--- config.mk ---
export PLATFORM = sky130hd
export DESIGN_NAME = iar_window
export DESIGN_NICKNAME = d
export VERILOG_FILES = /design/src/iar_pkg.sv /design/src/iar_target_decode.sv /design/src/iar_window.sv
export SDC_FILE = /design/constraint.sdc
export NUM_CORES = 1
export LEC_CHECK = 0
export BUFFER_PORTS_ARGS = -buffer_cell sky130_fd_sc_hd__buf_2
export CAP_MARGIN = 30
export CELL_PAD_IN_SITES_DETAIL_PLACEMENT = 0
export CELL_PAD_IN_SITES_GLOBAL_PLACEMENT = 2
export CORE_MARGIN = 2
export CORE_UTILIZATION = 31
export CTS_CLUSTER_DIAMETER = 60
export DETAILED_ROUTE_END_ITERATION = 12
export HOLD_SLACK_MARGIN = 0.08
export PLACE_DENSITY_LB_ADDON = 0.05
export SLEW_MARGIN = 20
export SYNTH_ARGS = -nofsm -noshare
export SYNTH_HDL_FRONTEND = slang
export SYNTH_SLANG_ARGS = --single-unit
export TNS_END_PERCENT = 1
--- constraint.sdc ---
create_clock -name clk_i -period 2.5 [get_ports clk_i]
set_clock_uncertainty 0.2 [all_clocks]
set_input_delay 0.375 -clock clk_i [delete_from_list [all_inputs] [get_ports clk_i]]
set_output_delay 0.375 -clock clk_i [all_outputs]
set_load 0.05 [all_outputs]
--- src/iar_pkg.sv ---
package iar_pkg;
   localparam logic [7:0] CTRL_OFFSET   = 8'hB0;
   localparam logic [7:0] OFFS_OFFSET   = 8'hB1;
   localparam logic [7:0] VALUE_OFFSET  = 8'hB2;
   localparam logic [7:0] CTRL_RESET    = 8'h00;
   localparam logic [7:0] OFFS_RESET    = 8'h00;
   localparam logic [7:0] VALUE_RESET   = 8'h00;
   localparam logic [7:0] CTRL_WR_MASK  = 8'h3F;
   localparam int         SEL_LSB       = 2;
   localparam int         SEL_W         = 4;
   localparam int         AUTO_BIT      = 1;
   localparam int         READ_BIT      = 0;
   localparam int         NUM_TGT       = 6;
   localparam logic [3:0] SEL_PATGEN    = 4'h0;
   localparam logic [3:0] SEL_PORT0     = 4'h1;
   localparam logic [3:0] SEL_PORT1     = 4'h2;
   localparam logic [3:0] SEL_SHARED    = 4'h5;
   localparam logic [3:0] SEL_BOTH      = 4'h6;
   localparam logic [3:0] SEL_CSI       = 4'h7;
   localparam int         TGT_PATGEN    = 0;
   localparam int         TGT_PORT0     = 1;
   localparam int         TGT_PORT1     = 2;
   localparam int         TGT_SHARED    = 3;
   localparam int         TGT_CSI       = 4;
endpackage

--- src/iar_target_decode.sv ---
`timescale 1ns/1ps
`default_nettype none
module iar_target_decode (
   // Select code
   input  wire logic [3:0] sel_i,
   // Write and read enable vectors, one bit per target block
   output logic      [4:0] wr_en_o,
   output logic      [4:0] rd_en_o
);
   always_comb begin
      wr_en_o = 5'h00;
      rd_en_o = 5'h00;
      unique case (sel_i)
         iar_pkg::SEL_PATGEN: begin
            wr_en_o[iar_pkg::TGT_PATGEN] = 1'b1;
            rd_en_o[iar_pkg::TGT_PATGEN] = 1'b1;
         end
         iar_pkg::SEL_PORT0: begin
            wr_en_o[iar_pkg::TGT_PORT0] = 1'b1;
            rd_en_o[iar_pkg::TGT_PORT0] = 1'b1;
         end
         iar_pkg::SEL_PORT1: begin
            wr_en_o[iar_pkg::TGT_PORT1] = 1'b1;
            rd_en_o[iar_pkg::TGT_PORT1] = 1'b1;
         end
         iar_pkg::SEL_SHARED: begin
            wr_en_o[iar_pkg::TGT_SHARED] = 1'b1;
            rd_en_o[iar_pkg::TGT_SHARED] = 1'b1;
         end
         iar_pkg::SEL_BOTH: begin
            // Writes reach both ports; reads come from port 0
            wr_en_o[iar_pkg::TGT_PORT0] = 1'b1;
            wr_en_o[iar_pkg::TGT_PORT1] = 1'b1;
            rd_en_o[iar_pkg::TGT_PORT0] = 1'b1;
         end
         iar_pkg::SEL_CSI: begin
            wr_en_o[iar_pkg::TGT_CSI] = 1'b1;
            rd_en_o[iar_pkg::TGT_CSI] = 1'b1;
         end
         default: begin
            // Reserved codes reach nothing
            wr_en_o = 5'h00;
            rd_en_o = 5'h00;
         end
      endcase
   end
endmodule
`default_nettype wire

--- src/iar_window.sv ---
// Functional notes
// - Control bits 5:2 select target block; codes 0,1,2,5,6,7 valid, rest reserved.
// - Auto-step adds one to the offset after each indirect read or write.
// - With read request set, writing the offset strobes a read of the target.
// - With auto-step and read request, each value read strobes the next read.
// - Offset register holds the eight-bit offset inside the selected block.
// - Value writes go to the target register; value reads return its contents.
`timescale 1ns/1ps
`default_nettype none
module iar_window #(
   parameter int TGT_N = iar_pkg::NUM_TGT - 1
) (
   // Clock and reset
   input  wire logic             clk_i,
   input  wire logic             rst_n_i,
   // Host register port
   input  wire logic [7:0]       reg_addr_i,
   input  wire logic [7:0]       reg_wdata_i,
   input  wire logic             reg_wr_i,
   input  wire logic             reg_rd_i,
   output logic      [7:0]       reg_rdata_o,
   // Internal target blocks
   output logic      [7:0]       tgt_offset_o,
   output logic      [7:0]       tgt_wdata_o,
   output logic      [TGT_N-1:0] tgt_wr_o,
   output logic      [TGT_N-1:0] tgt_rd_o,
   input  wire logic [7:0]       tgt_rdata_i [TGT_N]
);
   logic [7:0]       ctrl_ff;
   logic [7:0]       nxt_ctrl;
   logic [7:0]       offs_ff;
   logic [7:0]       nxt_offs;
   logic [7:0]       wdata_ff;
   logic [7:0]       nxt_wdata;
   logic [TGT_N-1:0] wr_ff;
   logic [TGT_N-1:0] nxt_wr;
   logic [TGT_N-1:0] rd_ff;
   logic [TGT_N-1:0] nxt_rd;
   logic [TGT_N-1:0] wr_en;
   logic [TGT_N-1:0] rd_en;
   logic [3:0]       sel;
   logic             auto_step;
   logic             rd_req;
   logic             hit_ctrl;
   logic             hit_offs;
   logic             hit_value;
   logic [7:0]       tgt_value;

   assign sel       = ctrl_ff[iar_pkg::SEL_LSB +: iar_pkg::SEL_W];
   assign auto_step = ctrl_ff[iar_pkg::AUTO_BIT];
   assign rd_req    = ctrl_ff[iar_pkg::READ_BIT];
   assign hit_ctrl  = (reg_addr_i == iar_pkg::CTRL_OFFSET);
   assign hit_offs  = (reg_addr_i == iar_pkg::OFFS_OFFSET);
   assign hit_value = (reg_addr_i == iar_pkg::VALUE_OFFSET);

   iar_target_decode u_decode (
      .sel_i   (sel),
      .wr_en_o (wr_en),
      .rd_en_o (rd_en)
   );

   // Value of the selected block; zero when nothing is selected
   always_comb begin
      tgt_value = 8'h00;
      for (int i = 0; i < TGT_N; i++) begin
         if (rd_en[i]) begin
            tgt_value = tgt_rdata_i[i];
         end
      end
   end

   always_comb begin
      nxt_ctrl  = ctrl_ff;
      nxt_offs  = offs_ff;
      nxt_wdata = wdata_ff;
      nxt_wr    = '0;
      nxt_rd    = '0;
      if (reg_wr_i && hit_ctrl) begin
         nxt_ctrl = reg_wdata_i & iar_pkg::CTRL_WR_MASK;
      end
      if (reg_wr_i && hit_offs) begin
         nxt_offs = reg_wdata_i;
         if (rd_req) begin
            nxt_rd = rd_en;
         end
      end
      if (reg_wr_i && hit_value) begin
         nxt_wdata = reg_wdata_i;
         nxt_wr    = wr_en;
      end
      if (reg_rd_i && hit_value && auto_step && rd_req) begin
         nxt_rd = rd_en;
      end
      if (auto_step && hit_value && (reg_wr_i || reg_rd_i)) begin
         nxt_offs = 8'(offs_ff + 8'h01);
      end
   end

   always_ff @(posedge clk_i) begin
      if (!rst_n_i) begin
         ctrl_ff  <= iar_pkg::CTRL_RESET;
         offs_ff  <= iar_pkg::OFFS_RESET;
         wdata_ff <= iar_pkg::VALUE_RESET;
         wr_ff    <= '0;
         rd_ff    <= '0;
      end else begin
         ctrl_ff  <= nxt_ctrl;
         offs_ff  <= nxt_offs;
         wdata_ff <= nxt_wdata;
         wr_ff    <= nxt_wr;
         rd_ff    <= nxt_rd;
      end
   end

   // Write strobes carry the offset before the step; a prefetch after a value
   // read carries the stepped offset, so the next register is fetched
   logic [7:0] strobe_offs_ff;
   logic [7:0] nxt_strobe_offs;

   always_comb begin
      nxt_strobe_offs = nxt_offs;
      if (reg_wr_i && hit_value) begin
         nxt_strobe_offs = offs_ff;
      end
   end

   always_ff @(posedge clk_i) begin
      if (!rst_n_i) begin
         strobe_offs_ff <= iar_pkg::OFFS_RESET;
      end else begin
         strobe_offs_ff <= nxt_strobe_offs;
      end
   end

   assign tgt_offset_o = strobe_offs_ff;
   assign tgt_wdata_o  = wdata_ff;
   assign tgt_wr_o     = wr_ff;
   assign tgt_rd_o     = rd_ff;

   always_comb begin
      reg_rdata_o = 8'h00;
      if (hit_ctrl) begin
         reg_rdata_o = ctrl_ff;
      end else if (hit_offs) begin
         reg_rdata_o = offs_ff;
      end else if (hit_value) begin
         reg_rdata_o = tgt_value;
      end
   end

   property p_offs_write_prefetch;
      @(posedge clk_i) disable iff (!rst_n_i)
         (reg_wr_i && hit_offs && rd_req && |rd_en) |=> (tgt_rd_o == $past(rd_en));
   endproperty
   a_offs_write_prefetch: assert property (p_offs_write_prefetch) else $error("no fetch");

   property p_value_read_prefetch;
      @(posedge clk_i) disable iff (!rst_n_i)
         (reg_rd_i && hit_value && auto_step && rd_req && |rd_en) |=> (tgt_rd_o == $past(rd_en));
   endproperty
   a_value_read_prefetch: assert property (p_value_read_prefetch) else $error("no reread");

   property p_auto_step;
      @(posedge clk_i) disable iff (!rst_n_i)
         (auto_step && hit_value && (reg_wr_i || reg_rd_i) && !(reg_wr_i && (hit_ctrl || hit_offs)))
            |=> (offs_ff == $past(offs_ff) + 8'h01);
   endproperty
   a_auto_step: assert property (p_auto_step) else $error("offset not stepped");

   property p_value_write;
      @(posedge clk_i) disable iff (!rst_n_i)
         (reg_wr_i && hit_value) |=> (tgt_wdata_o == $past(reg_wdata_i) && tgt_wr_o == $past(wr_en));
   endproperty
   a_value_write: assert property (p_value_write) else $error("write lost");

   property p_reserved_quiet;
      @(posedge clk_i) disable iff (!rst_n_i)
         (sel > iar_pkg::SEL_CSI || sel == 4'h3 || sel == 4'h4) |=>
            (tgt_wr_o == '0 && tgt_rd_o == '0);
   endproperty
   a_reserved_quiet: assert property (p_reserved_quiet) else $error("strobe on reserved");

   property p_reserved_zero;
      @(posedge clk_i) disable iff (!rst_n_i)
         (hit_value && (sel == 4'h3 || sel == 4'h4 || sel > iar_pkg::SEL_CSI)) |->
            (reg_rdata_o == 8'h00);
   endproperty
   a_reserved_zero: assert property (p_reserved_zero) else $error("reserved read nonzero");

   property p_offs_hold;
      @(posedge clk_i) disable iff (!rst_n_i)
         (reg_wr_i && hit_offs) |=> (offs_ff == $past(reg_wdata_i));
   endproperty
   a_offs_hold: assert property (p_offs_hold) else $error("offset not stored");

   property p_both_ports;
      @(posedge clk_i) disable iff (!rst_n_i)
         (reg_wr_i && hit_value && sel == iar_pkg::SEL_BOTH) |=>
            (tgt_wr_o[iar_pkg::TGT_PORT0] && tgt_wr_o[iar_pkg::TGT_PORT1]);
   endproperty
   a_both_ports: assert property (p_both_ports) else $error("dual write missed");

   property p_prefetch_offs;
      @(posedge clk_i) disable iff (!rst_n_i)
         (reg_rd_i && hit_value && auto_step && rd_req && |rd_en) |=>
            (tgt_offset_o == 8'($past(offs_ff) + 8'h01));
   endproperty
   a_prefetch_offs: assert property (p_prefetch_offs) else $error("bad next offset");

   property p_write_offs;
      @(posedge clk_i) disable iff (!rst_n_i)
         (reg_wr_i && hit_value && |wr_en) |=> (tgt_offset_o == $past(offs_ff));
   endproperty
   a_write_offs: assert property (p_write_offs) else $error("bad write offset");

   property p_fetch_offs;
      @(posedge clk_i) disable iff (!rst_n_i)
         (reg_wr_i && hit_offs && rd_req && |rd_en) |=> (tgt_offset_o == $past(reg_wdata_i));
   endproperty
   a_fetch_offs: assert property (p_fetch_offs) else $error("bad fetch offset");

   property p_ctrl_store;
      @(posedge clk_i) disable iff (!rst_n_i)
         (reg_wr_i && hit_ctrl) |=>
            (ctrl_ff == ($past(reg_wdata_i) & iar_pkg::CTRL_WR_MASK));
   endproperty
   a_ctrl_store: assert property (p_ctrl_store) else $error("control not stored");

   property p_offs_still;
      @(posedge clk_i) disable iff (!rst_n_i)
         (!auto_step && !(reg_wr_i && hit_offs)) |=> (offs_ff == $past(offs_ff));
   endproperty
   a_offs_still: assert property (p_offs_still) else $error("offset moved");

   property p_both_read;
      @(posedge clk_i) disable iff (!rst_n_i)
         (hit_value && sel == iar_pkg::SEL_BOTH) |->
            (reg_rdata_o == tgt_rdata_i[iar_pkg::TGT_PORT0]);
   endproperty
   a_both_read: assert property (p_both_read) else $error("dual read wrong");
endmodule
`default_nettype wire

Word level (Yosys, flattened, before mapping)
Cells that the tools add are included.

Add/subtract/negate cells: 1. Multiply operators: 0. Divide/modulo/power cells: 0. Magnitude comparators: 0. Eq/ne operators: 8. Shifts and indexed selects: 0. Muxes and demuxes: 20. Bitwise operators: 0. Reduce and logical (&&, ||, !) cells: 13.

Operators by type and width (count): 8-bit two-way mux (11); 8-bit == test (second input constant) (3); 5-bit two-way mux (3); 4-bit by 3-bit == test with 1-bit output (second input constant) (3); 8-bit by 1-bit adder with 8-bit output (second input constant) (1); 1-bit logical AND (8); 1-bit two-way mux (6); 4-bit by 1-bit == test with 1-bit output (second input constant) (1); 4-bit by 2-bit == test with 1-bit output (second input constant) (1); 4-bit logical NOT (1); 2-bit OR reduction (2); 2-bit AND reduction (1); 1-bit logical OR (1).

Register bits after elaboration: 40. Bits in latches: 0. RAM bits: 0. Bits in read-only memories: 0. Input port bits: 60. Logic and storage cells: 48. Memories: 0.

Depth between registers and ports, before layout
Gate-level depths: netlist of the first run.

Depth after elaboration: 10. Gate-level depth with buffers: 7.

By module
From an unflattened synthesis of the first run, not the netlist that was laid out.

Cells, all modules: 299. Area total of the unflattened synthesis: 2472.4 µm².

By module, submodules not included: iar_window (times used 1, cells an instance 285, area an instance 2383.5 µm², sequential area each 800.8 µm²); iar_target_decode (times used 1, cells an instance 14, area an instance 88.8 µm², sequential area each 0.0 µm²).

Least setup slack after synthesis of the first run
No wires, ideal clock.

Path type: input-to-output. Start point: in reg_addr_i[2]. End point: out reg_rdata_o[6]. Data arrival time: 2351 ps. Data required time: 1925 ps. Path slack: -426 ps. Stages on the path: 5. Path through: and4bb_1 > buf_6 > nand4b_4 > a21o_1 > o32ai_1.

Word-level cells in the longest chain between the ends: 4. Elaborated cells between the ends (all ways): 6. Those cells by class: eq/ne: 3; mux: 3.

Ends and longest elaborated chain: start, declared (RTL line iar_window.sv:17) `input wire logic [7:0] reg_addr_i,`; 8-bit == test (RTL line iar_window.sv:54) `assign hit_value = (reg_addr_i == iar_pkg::VALUE_OFFSET);`; 8-bit two-way mux (RTL line iar_window.sv:146) `end else if (hit_value) begin`; 8-bit two-way mux (RTL line iar_window.sv:144) `end else if (hit_offs) begin`; 8-bit two-way mux * (RTL line iar_window.sv:142) `if (hit_ctrl) begin`; end, declared (RTL line iar_window.sv:21) `output logic [7:0] reg_rdata_o,`.

Every way passes the cells marked *; elsewhere a longest branch is shown, timed or not.

Final worst setup path of the first run
Start point: in reg_addr_i[2]. End point: out reg_rdata_o[5].

The elaborated chain is that of the path after synthesis.

==> qor.yml, run 1 <==
outcome: "finished, final reports clean"
fmax_ghz: 0.417
synthesis.area_mm2: 0.00261
crit_slowest_cell: "and4bb_1"
fp.dieH_um: 95.8
rr_worst_depth: 4
numClockSinks: 40
fin_crit_sh: 0.960
tightest_slew_ns: 0.469
cts-root-buf: "clkbuf_8"
p_sw_frac: 0.232
syn_area_per_cell_um2: 8.91
netlist.area_leader.share: 0.307
r2r-end: "tgt_offset_o[5]$_SDFF_PN0_"
track_usage: 0.179
r2r_slack_ns: 0.69
async_flop_share: 0
holdCritStartpoint: "reg_wdata_i[5]"
clkLatencyLatePin_ns: 0.29
fp.dieW_um: 95.8
synthFlopType: "dfxtp_1"
slowest_delay_ns: 0.33
p_int_w: 0.00101
yosysWarnings: 0
grt_max_degree: 26
drt_pass1_iterations: 4
viasPerCell: 5.10
ys_seq_area_frac: 0.307
fin_crit_ns: 2.40
clockBufferDepth: 2
ir_worst_vdd_uv: 240
critical_path.max_fanout: 11
crit_path_frequent_cell: "buf_2"
grt-ovfl-total: 0
fin_setup_tns_ns: 0
slew_headroom: 0.686
drv_cap: 0
route.vias.total: 2504
synth-edff-count: 0
place_ws_ns: 0.115
ant_nets: 0
hold_slack_ns: 0.182
synth_top_area_cell: "dfxtp_1"
drc: 0
place_congestion: 0.772
cp.arrival_ns: 1.83
synth.area.top_cells: "dfxtp_1 (31%), mux2i_1 (7.7%), nor2b_1 (5.5%), mux2_2 (3.9%), o32ai_1 (3.4%)"
end_kind: "output pin"
routed_wl_mm: 8.01
critPathRequiredTime_ns: 1.92
syn_to_final_growth_pct: 27.2
crit_type: "in2out"
grt_pass1_wl_mm: 12.7
rr_startpoint: "offs_ff[0]$_SDFF_PN0_"
power_frac_comb: 0.110
synth_seq_cells: 40
cts_resized: 3
grt_pass1_vias: 2428
antenna_found_initial: 0
drt_iter0_markers: 80
syn-num-nets: 354
synth_cell_types: 63
core_area_mm2: 0.00818
start_kind: "input pin"
drive_above_1_share: 0.391
hold_path_end: "tgt_wdata_o[5]$_SDFFE_PN0P_"
holdPathStages: 3
tritoncts: "done"
rows: 33
power.leakage_nw: 1.48
slew_viol_final: 0
worstSetupStartpoint: "reg_addr_i[2]"
syn-instance-count: 293
wl_per_cell_um: 16.3
initial_core_util: 0.319
cts_max_level: 2
fin_util: 0.406
path_cells: "buf_2, and4bb_1, buf_4, nand2_1, o32ai_1, buf_2"
setup_viol: 0
place_hpwl_mm: 6.12
hold_viol: 0
switching_power_w: 0.000303
cts_made_buffers: 5
rsz0062_at_grt: "false"
hold_class: "in2reg"
postCtsSetupBuffers: 0
final_net_count: 446
pwr_density_cell_mw_per_mm2: 394
setup_ws_ns: 0.0996
cts_hold_buf: 0
seqPwrFrac: 0.488
diodes: 0
path_clk_slew_ns: 0.08
clockPowerShare: 0.402
num_io_pins: 94
fill_cells: 863
die_area_mm2: 0.00917
port_buffers: 93
power by group through the flow:
| stage | logic, W | clock network, W | registers, W |
|---|---|---|---|
| 6_report | 0.000144 | 0.000526 | 0.000639 |
| 5_1_grt | 0.000158 | 0.000564 | 0.000639 |
| 4_1_cts | 0.000144 | 0.000546 | 0.000639 |
| 3_5_place_dp | 0.000143 | 0 | 0.000654 |
| 3_3_place_gp | 0.000143 | 0 | 0.000654 |
| 2_1_floorplan | 0.0000748 | 0 | 0.000655 |
metal layers:
| metal | GRT usage | up-vias | share of wire |
|---|---|---|---|
| li1 | - | 1263 | - |
| met1 | 0.238 | 1170 | 0.47 |
| met2 | 0.305 | 66 | 0.47 |
| met3 | 0.0337 | 5 | 0.055 |
| met4 | 0.0286 | 0 | 0.0057 |
| met5 | 0 | - | 0 |
flip-flops by register name (all words and copies together), names as in the netlist:
| register | count |
|---|---|
| tgt_offset_o | 8 |
| ctrl_ff | 6 |
| tgt_wdata_o | 8 |
| tgt_rd_o | 5 |
| tgt_wr_o | 5 |
| offs_ff | 8 |
through the flow:
step,instances,area (um^2),total power [W]
6_report,491,3320,0.00131
5_1_grt,491,3320,0.00136
4_1_cts,491,3310,0.00133
3_5_place_dp,483,3190,0.000797
3_3_place_gp,483,3190,0.000797
2_1_floorplan,293,2610,0.000730
placed cells by master, fill, tap and decap left out, drive strengths merged, types with 4 or more instances in the layout:
| cell type | Yosys | final |
|---|---|---|
| buf | 19 | 106 |
| dfxtp | 40 | 40 |
| nor2 | 24 | 24 |
| nor2b | 23 | 23 |
| mux2i | 20 | 20 |
| nand2 | 18 | 18 |
| a21oi | 18 | 18 |
| o21ai | 14 | 14 |
| o32ai | 11 | 11 |
| a2bb2oi | 9 | 9 |
| mux2 | 9 | 9 |
| clkbuf | 5 | 9 |
| nand3 | 8 | 8 |
| nor3 | 7 | 7 |
| nand2b | 6 | 6 |
| nor3b | 6 | 6 |
| a32o | 4 | 4 |
| a22oi | 4 | 4 |
| nand4 | 4 | 4 |
logic make-up (layout without fill, tap and decap cells):
logic type               after synthesis  count (layout)  synth area share
AND/OR/NAND/NOR                      119             119             0.290
buffers and inverters                 27             120            0.0657
multiplexers                          29              29             0.116
flip-flops                            40              40             0.307
adder cells (fa/ha/maj)                1               1           0.00479
AO/OA/AOI/OAI                         77              77             0.218
cell usage after synthesis, types with 6 or more instances:
master / n
dfxtp_1: 40
nor2_1: 23
nor2b_1: 23
mux2i_1: 20
nand2_1: 18
a21oi_1: 16
buf_2: 11
o32ai_1: 10
a2bb2oi_1: 9
mux2_2: 9
o21ai_0: 9
nor3_1: 7
nand2b_1: 6
how the worst max path moves through the flow:
| stage | end | slack, ns | depth (start not counted) |
|---|---|---|---|
| final | reg_rdata_o[5] | 0.1 | 6 |
| after global routing | reg_rdata_o[3] | 0.007 | 6 |
| after CTS | reg_rdata_o[4] | 0.01 | 6 |
| after detailed placement | reg_rdata_o[5] | 0.11 | 6 |
| after global placement | reg_rdata_o[6] | 0.13 | 6 |
| after floorplan | reg_rdata_o[6] | -0.43 | 5 |
layout make-up:
class                   count  area, um^2  share of cell area
flip-flops and latches     40         805               0.242
multi-input cells         226        1640               0.494
inverters                   3        11.3             0.00339
well taps                 105         131              0.0396
clock buffers               6        72.6              0.0219
clock inverters             2        35.0              0.0106
repair buffers            109         626               0.188
critical path, delay by kind of cell:
family                 cells  cell delay, ns
AO/OA/AOI/OAI              1            0.24
buffers and inverters      3            0.59
AND/OR/NAND/NOR            2            0.63
Power figures use the tool's default switching activity.
==> run 2, diff against run 1 <==
Settings changed: CORE_UTILIZATION 31 to 27, CTS_CLUSTER_DIAMETER 60 to 80, SYNTH_HIERARCHICAL set to 1.
Clock period 2.5 ns to 2.7 ns, I/O delays scaled along.
==> run 2 against run 1 <==
Against the previous run:
- the run now ends with setup timing left
- count of clock-buffer cells in the layout did not move
- sequential cell count did not move
- combinational power fell by 10%
- critical path depth rose by 2
- sequential power fell by 7.7%
- clock power fell by 1%
- largest power group unchanged
- die area rose by 8.4%
- wire length rose by 3.5%
- non-clock buffer count rose by 6
- sequential share of layout area fell by 0.34 points
- first-iteration DRC count fell by 2.5%
- critical path type is now reg2out
- via count rose by 3.9%
==> qor.yml, run 2 <==
outcome: "finished with violations"
violations: "setup timing"
slew_headroom: 0.552  # -0.134
fmax_ghz: 0.341
fin_crit_ns: 2.94
clockBufferDepth: 2  # unchanged
syn-num-nets: 360  # +1.7%
start_kind: "register"
synth_cell_types: 59  # -6.3%
track_usage: 0.166  # -0.0127
routed_wl_mm: 8.30  # +3.5%
finish.instance_area_mm2: 0.00338  # +1.7%
syn_to_final_growth_pct: 36.6
grt_pass1_wl_mm: 13.0  # +2.6%
path_clk_slew_ns: 0.08  # about the same
synth_seq_cells: 40  # unchanged
power_w: 0.00124  # -5.3%
pwr_density_cell_mw_per_mm2: 367  # -6.9%
wl_per_cell_um: 16.4  # +0.66%
setup_viol: 8  # +8
tritoncts: "done"
initial_core_util: 0.281  # -0.0385
power.leakage_nw: 1.43  # -2.8%
post-synth-top-count-cell: "dfxtp_1"
final_common_cell: "buf_2"
synth.area.top_cells: "dfxtp_1 (32%), nand2_1 (4.7%), a21oi_1 (4.7%), nor2b_1 (4.3%), a21boi_0 (3.6%)"
stdcell_count: 505  # +2.9%
place_ws_ns: -0.237  # -0.352 ns
end_kind: "output pin"
drv_cap: 0  # unchanged
rsz0062_at_grt: "true"
cts_hold_buf: 0  # unchanged
diodes: 0  # unchanged
syn_area_per_cell_um2: 8.27  # -7.2%
antenna_found_initial: 0  # unchanged
setup_ws_ns: -0.236  # -0.336 ns
numClockSinks: 40  # unchanged
placed_cell_area_mm2: 0.00312  # -2.4%
drt_pass1_iterations: 4  # unchanged
ant_nets: 0  # unchanged
syn-instance-count: 299  # +2.0%
cp.arrival_ns: 2.33  # +0.50 ns
rows: 34  # +3.0%
hold_class: "in2reg"
final_net_count: 457  # +2.5%
crit_type: "reg2out"
synthesis.area_mm2: 0.00247  # -5.3%
fp.dieH_um: 99.7  # +4.1%
critPathRequiredTime_ns: 2.10  # +0.18 ns
fin_crit_sh: 1.09
synth-edff-count: 0  # unchanged
place_inst: 496  # +2.7%
cts_made_buffers: 5  # unchanged
drc: 0  # unchanged
grt_pass1_vias: 2542  # +4.7%
synthFlopType: "dfxtp_1"
place_congestion: 0.830  # +7.5%
route.vias.total: 2601  # +3.9%
netlist.area_leader.share: 0.324  # +0.0171
grt-ovfl-total: 0  # unchanged
port_buffers: 93  # unchanged
final_cell_mix: "buf_2 (85), dfxtp_1 (37), nand2_1 (31)"
drive_above_1_share: 0.403  # +0.0118
hold_viol: 0  # unchanged
fin_util: 0.384  # -0.0226
fp.dieW_um: 99.7  # +4.1%
tightest_slew_ns: 0.667  # +0.198 ns
async_flop_share: 0  # unchanged
ys_seq_area_frac: 0.324  # +0.0171
slew_viol_final: 0  # unchanged
die_area_mm2: 0.00994  # +8.4%
synth_common_cells: "dfxtp_1 (40), nand2_1 (31), a21oi_1 (23)"
cts_max_level: 2  # unchanged
drt_iter0_markers: 78  # -2.5%
clkLatencyLatePin_ns: 0.29  # about the same
place_hpwl_mm: 6.41  # +4.7%
core_area_mm2: 0.00881  # +7.7%
cts-root-buf: "clkbuf_8"
critical_path.max_fanout: 7  # -4
num_io_pins: 94  # unchanged
synth_top_area_cell: "dfxtp_1"
ir_worst_vdd_uv: 251  # +4.6%
grt_max_degree: 21  # -19%
yosysWarnings: 6  # +6
viasPerCell: 5.15  # +0.99%
run 2: changes by cell type in the layout (fill, tap and decap cells not counted), moves of 10 or more:
cell	previous run	this run
nand2_1	17	31
inv_1	3	13
a21boi_0	1	12
mux2i_1	20	7
run 2: through the flow:
| stage | setup TNS, ns | hold WS (ns) |
|---|---|---|
| 2_1_floorplan | -0.674 | 0.298 |
| 3_5_place_dp | -0.828 | 0.255 |
| 6_report | -1.64 | 0.194 |
| 4_1_cts | -1.82 | 0.183 |
| 5_1_grt | -2.69 | 0.188 |
| 3_3_place_gp | -0.673 | 0.248 |
run 2: what timing repair did:
action                     in CTS  in global routing
pin swaps                       8                  6
cloned                          0                  0
setup endpoints to repair       8                  8
setup buffers                   1                  0
gates resized for setup        30                  4
run 2: kinds of logic after synthesis:
group,after synthesis,share of synthesized area
and+or+nand+nor,119,0.286
buffers and inverters,38,0.0724
muxes,7,0.0283
xor gates and xnor gates,3,0.0106
DFF,40,0.324
adders and majority gates,1,0.00506
AOI/OAI and AO/OA,91,0.273
run 2: final timing paths:
check | startpoint | to | slack [ns] | cells past startpoint
worst max register to register | offs_ff[0]$_SDFF_PN0_ | tgt_offset_o[6]$_SDFF_PN0_ | 0.67 | 6
worst min-delay path | reg_wdata_i[7] | tgt_wdata_o[7]$_SDFFE_PN0P_ | 0.19 | 3
worst max-delay path | ctrl_ff[2]$_SDFFE_PN0P_ | reg_rdata_o[5] | -0.24 | 8
worst min register to register | tgt_wdata_o[2]$_SDFFE_PN0P_ | tgt_wdata_o[2]$_SDFFE_PN0P_ | 0.26 | 2
run 2: cell type report:
class	instances	area, um^2
multi-input cells	221	1580
inverters	13	48.8
fillers	939	5430
clock inverters	2	38.8
clock buffers	6	82.6
well taps	108	135
repair buffers	115	684
flip-flops and latches	40	807
run 2: critical path, cell delays in order, from the launching register on:
cell and delay [ns]:
dfxtp_2 0.37, or3b_4 0.40, a21oi_4 0.19, nor2b_4 0.09, a221o_1 0.33, a221oi_2 0.23, nor3_1 0.08, o32a_2 0.20
buf_6 0.16
run 2: power by group:
group          switching (W)  leakage (nW)  internal [W]
logic              0.0000670          1.05     0.0000624
registers        0.000000701         0.324      0.000589
clock network       0.000218        0.0614      0.000302
total               0.000286          1.43      0.000954
run 2: routing by layer:
layer	vias up	GRT usage	wire length (um)
li1	1281	-	-
met1	1247	0.228	3860
met2	68	0.273	4020
met3	5	0.0274	364
met4	0	0.0369	51
met5	-	0	0
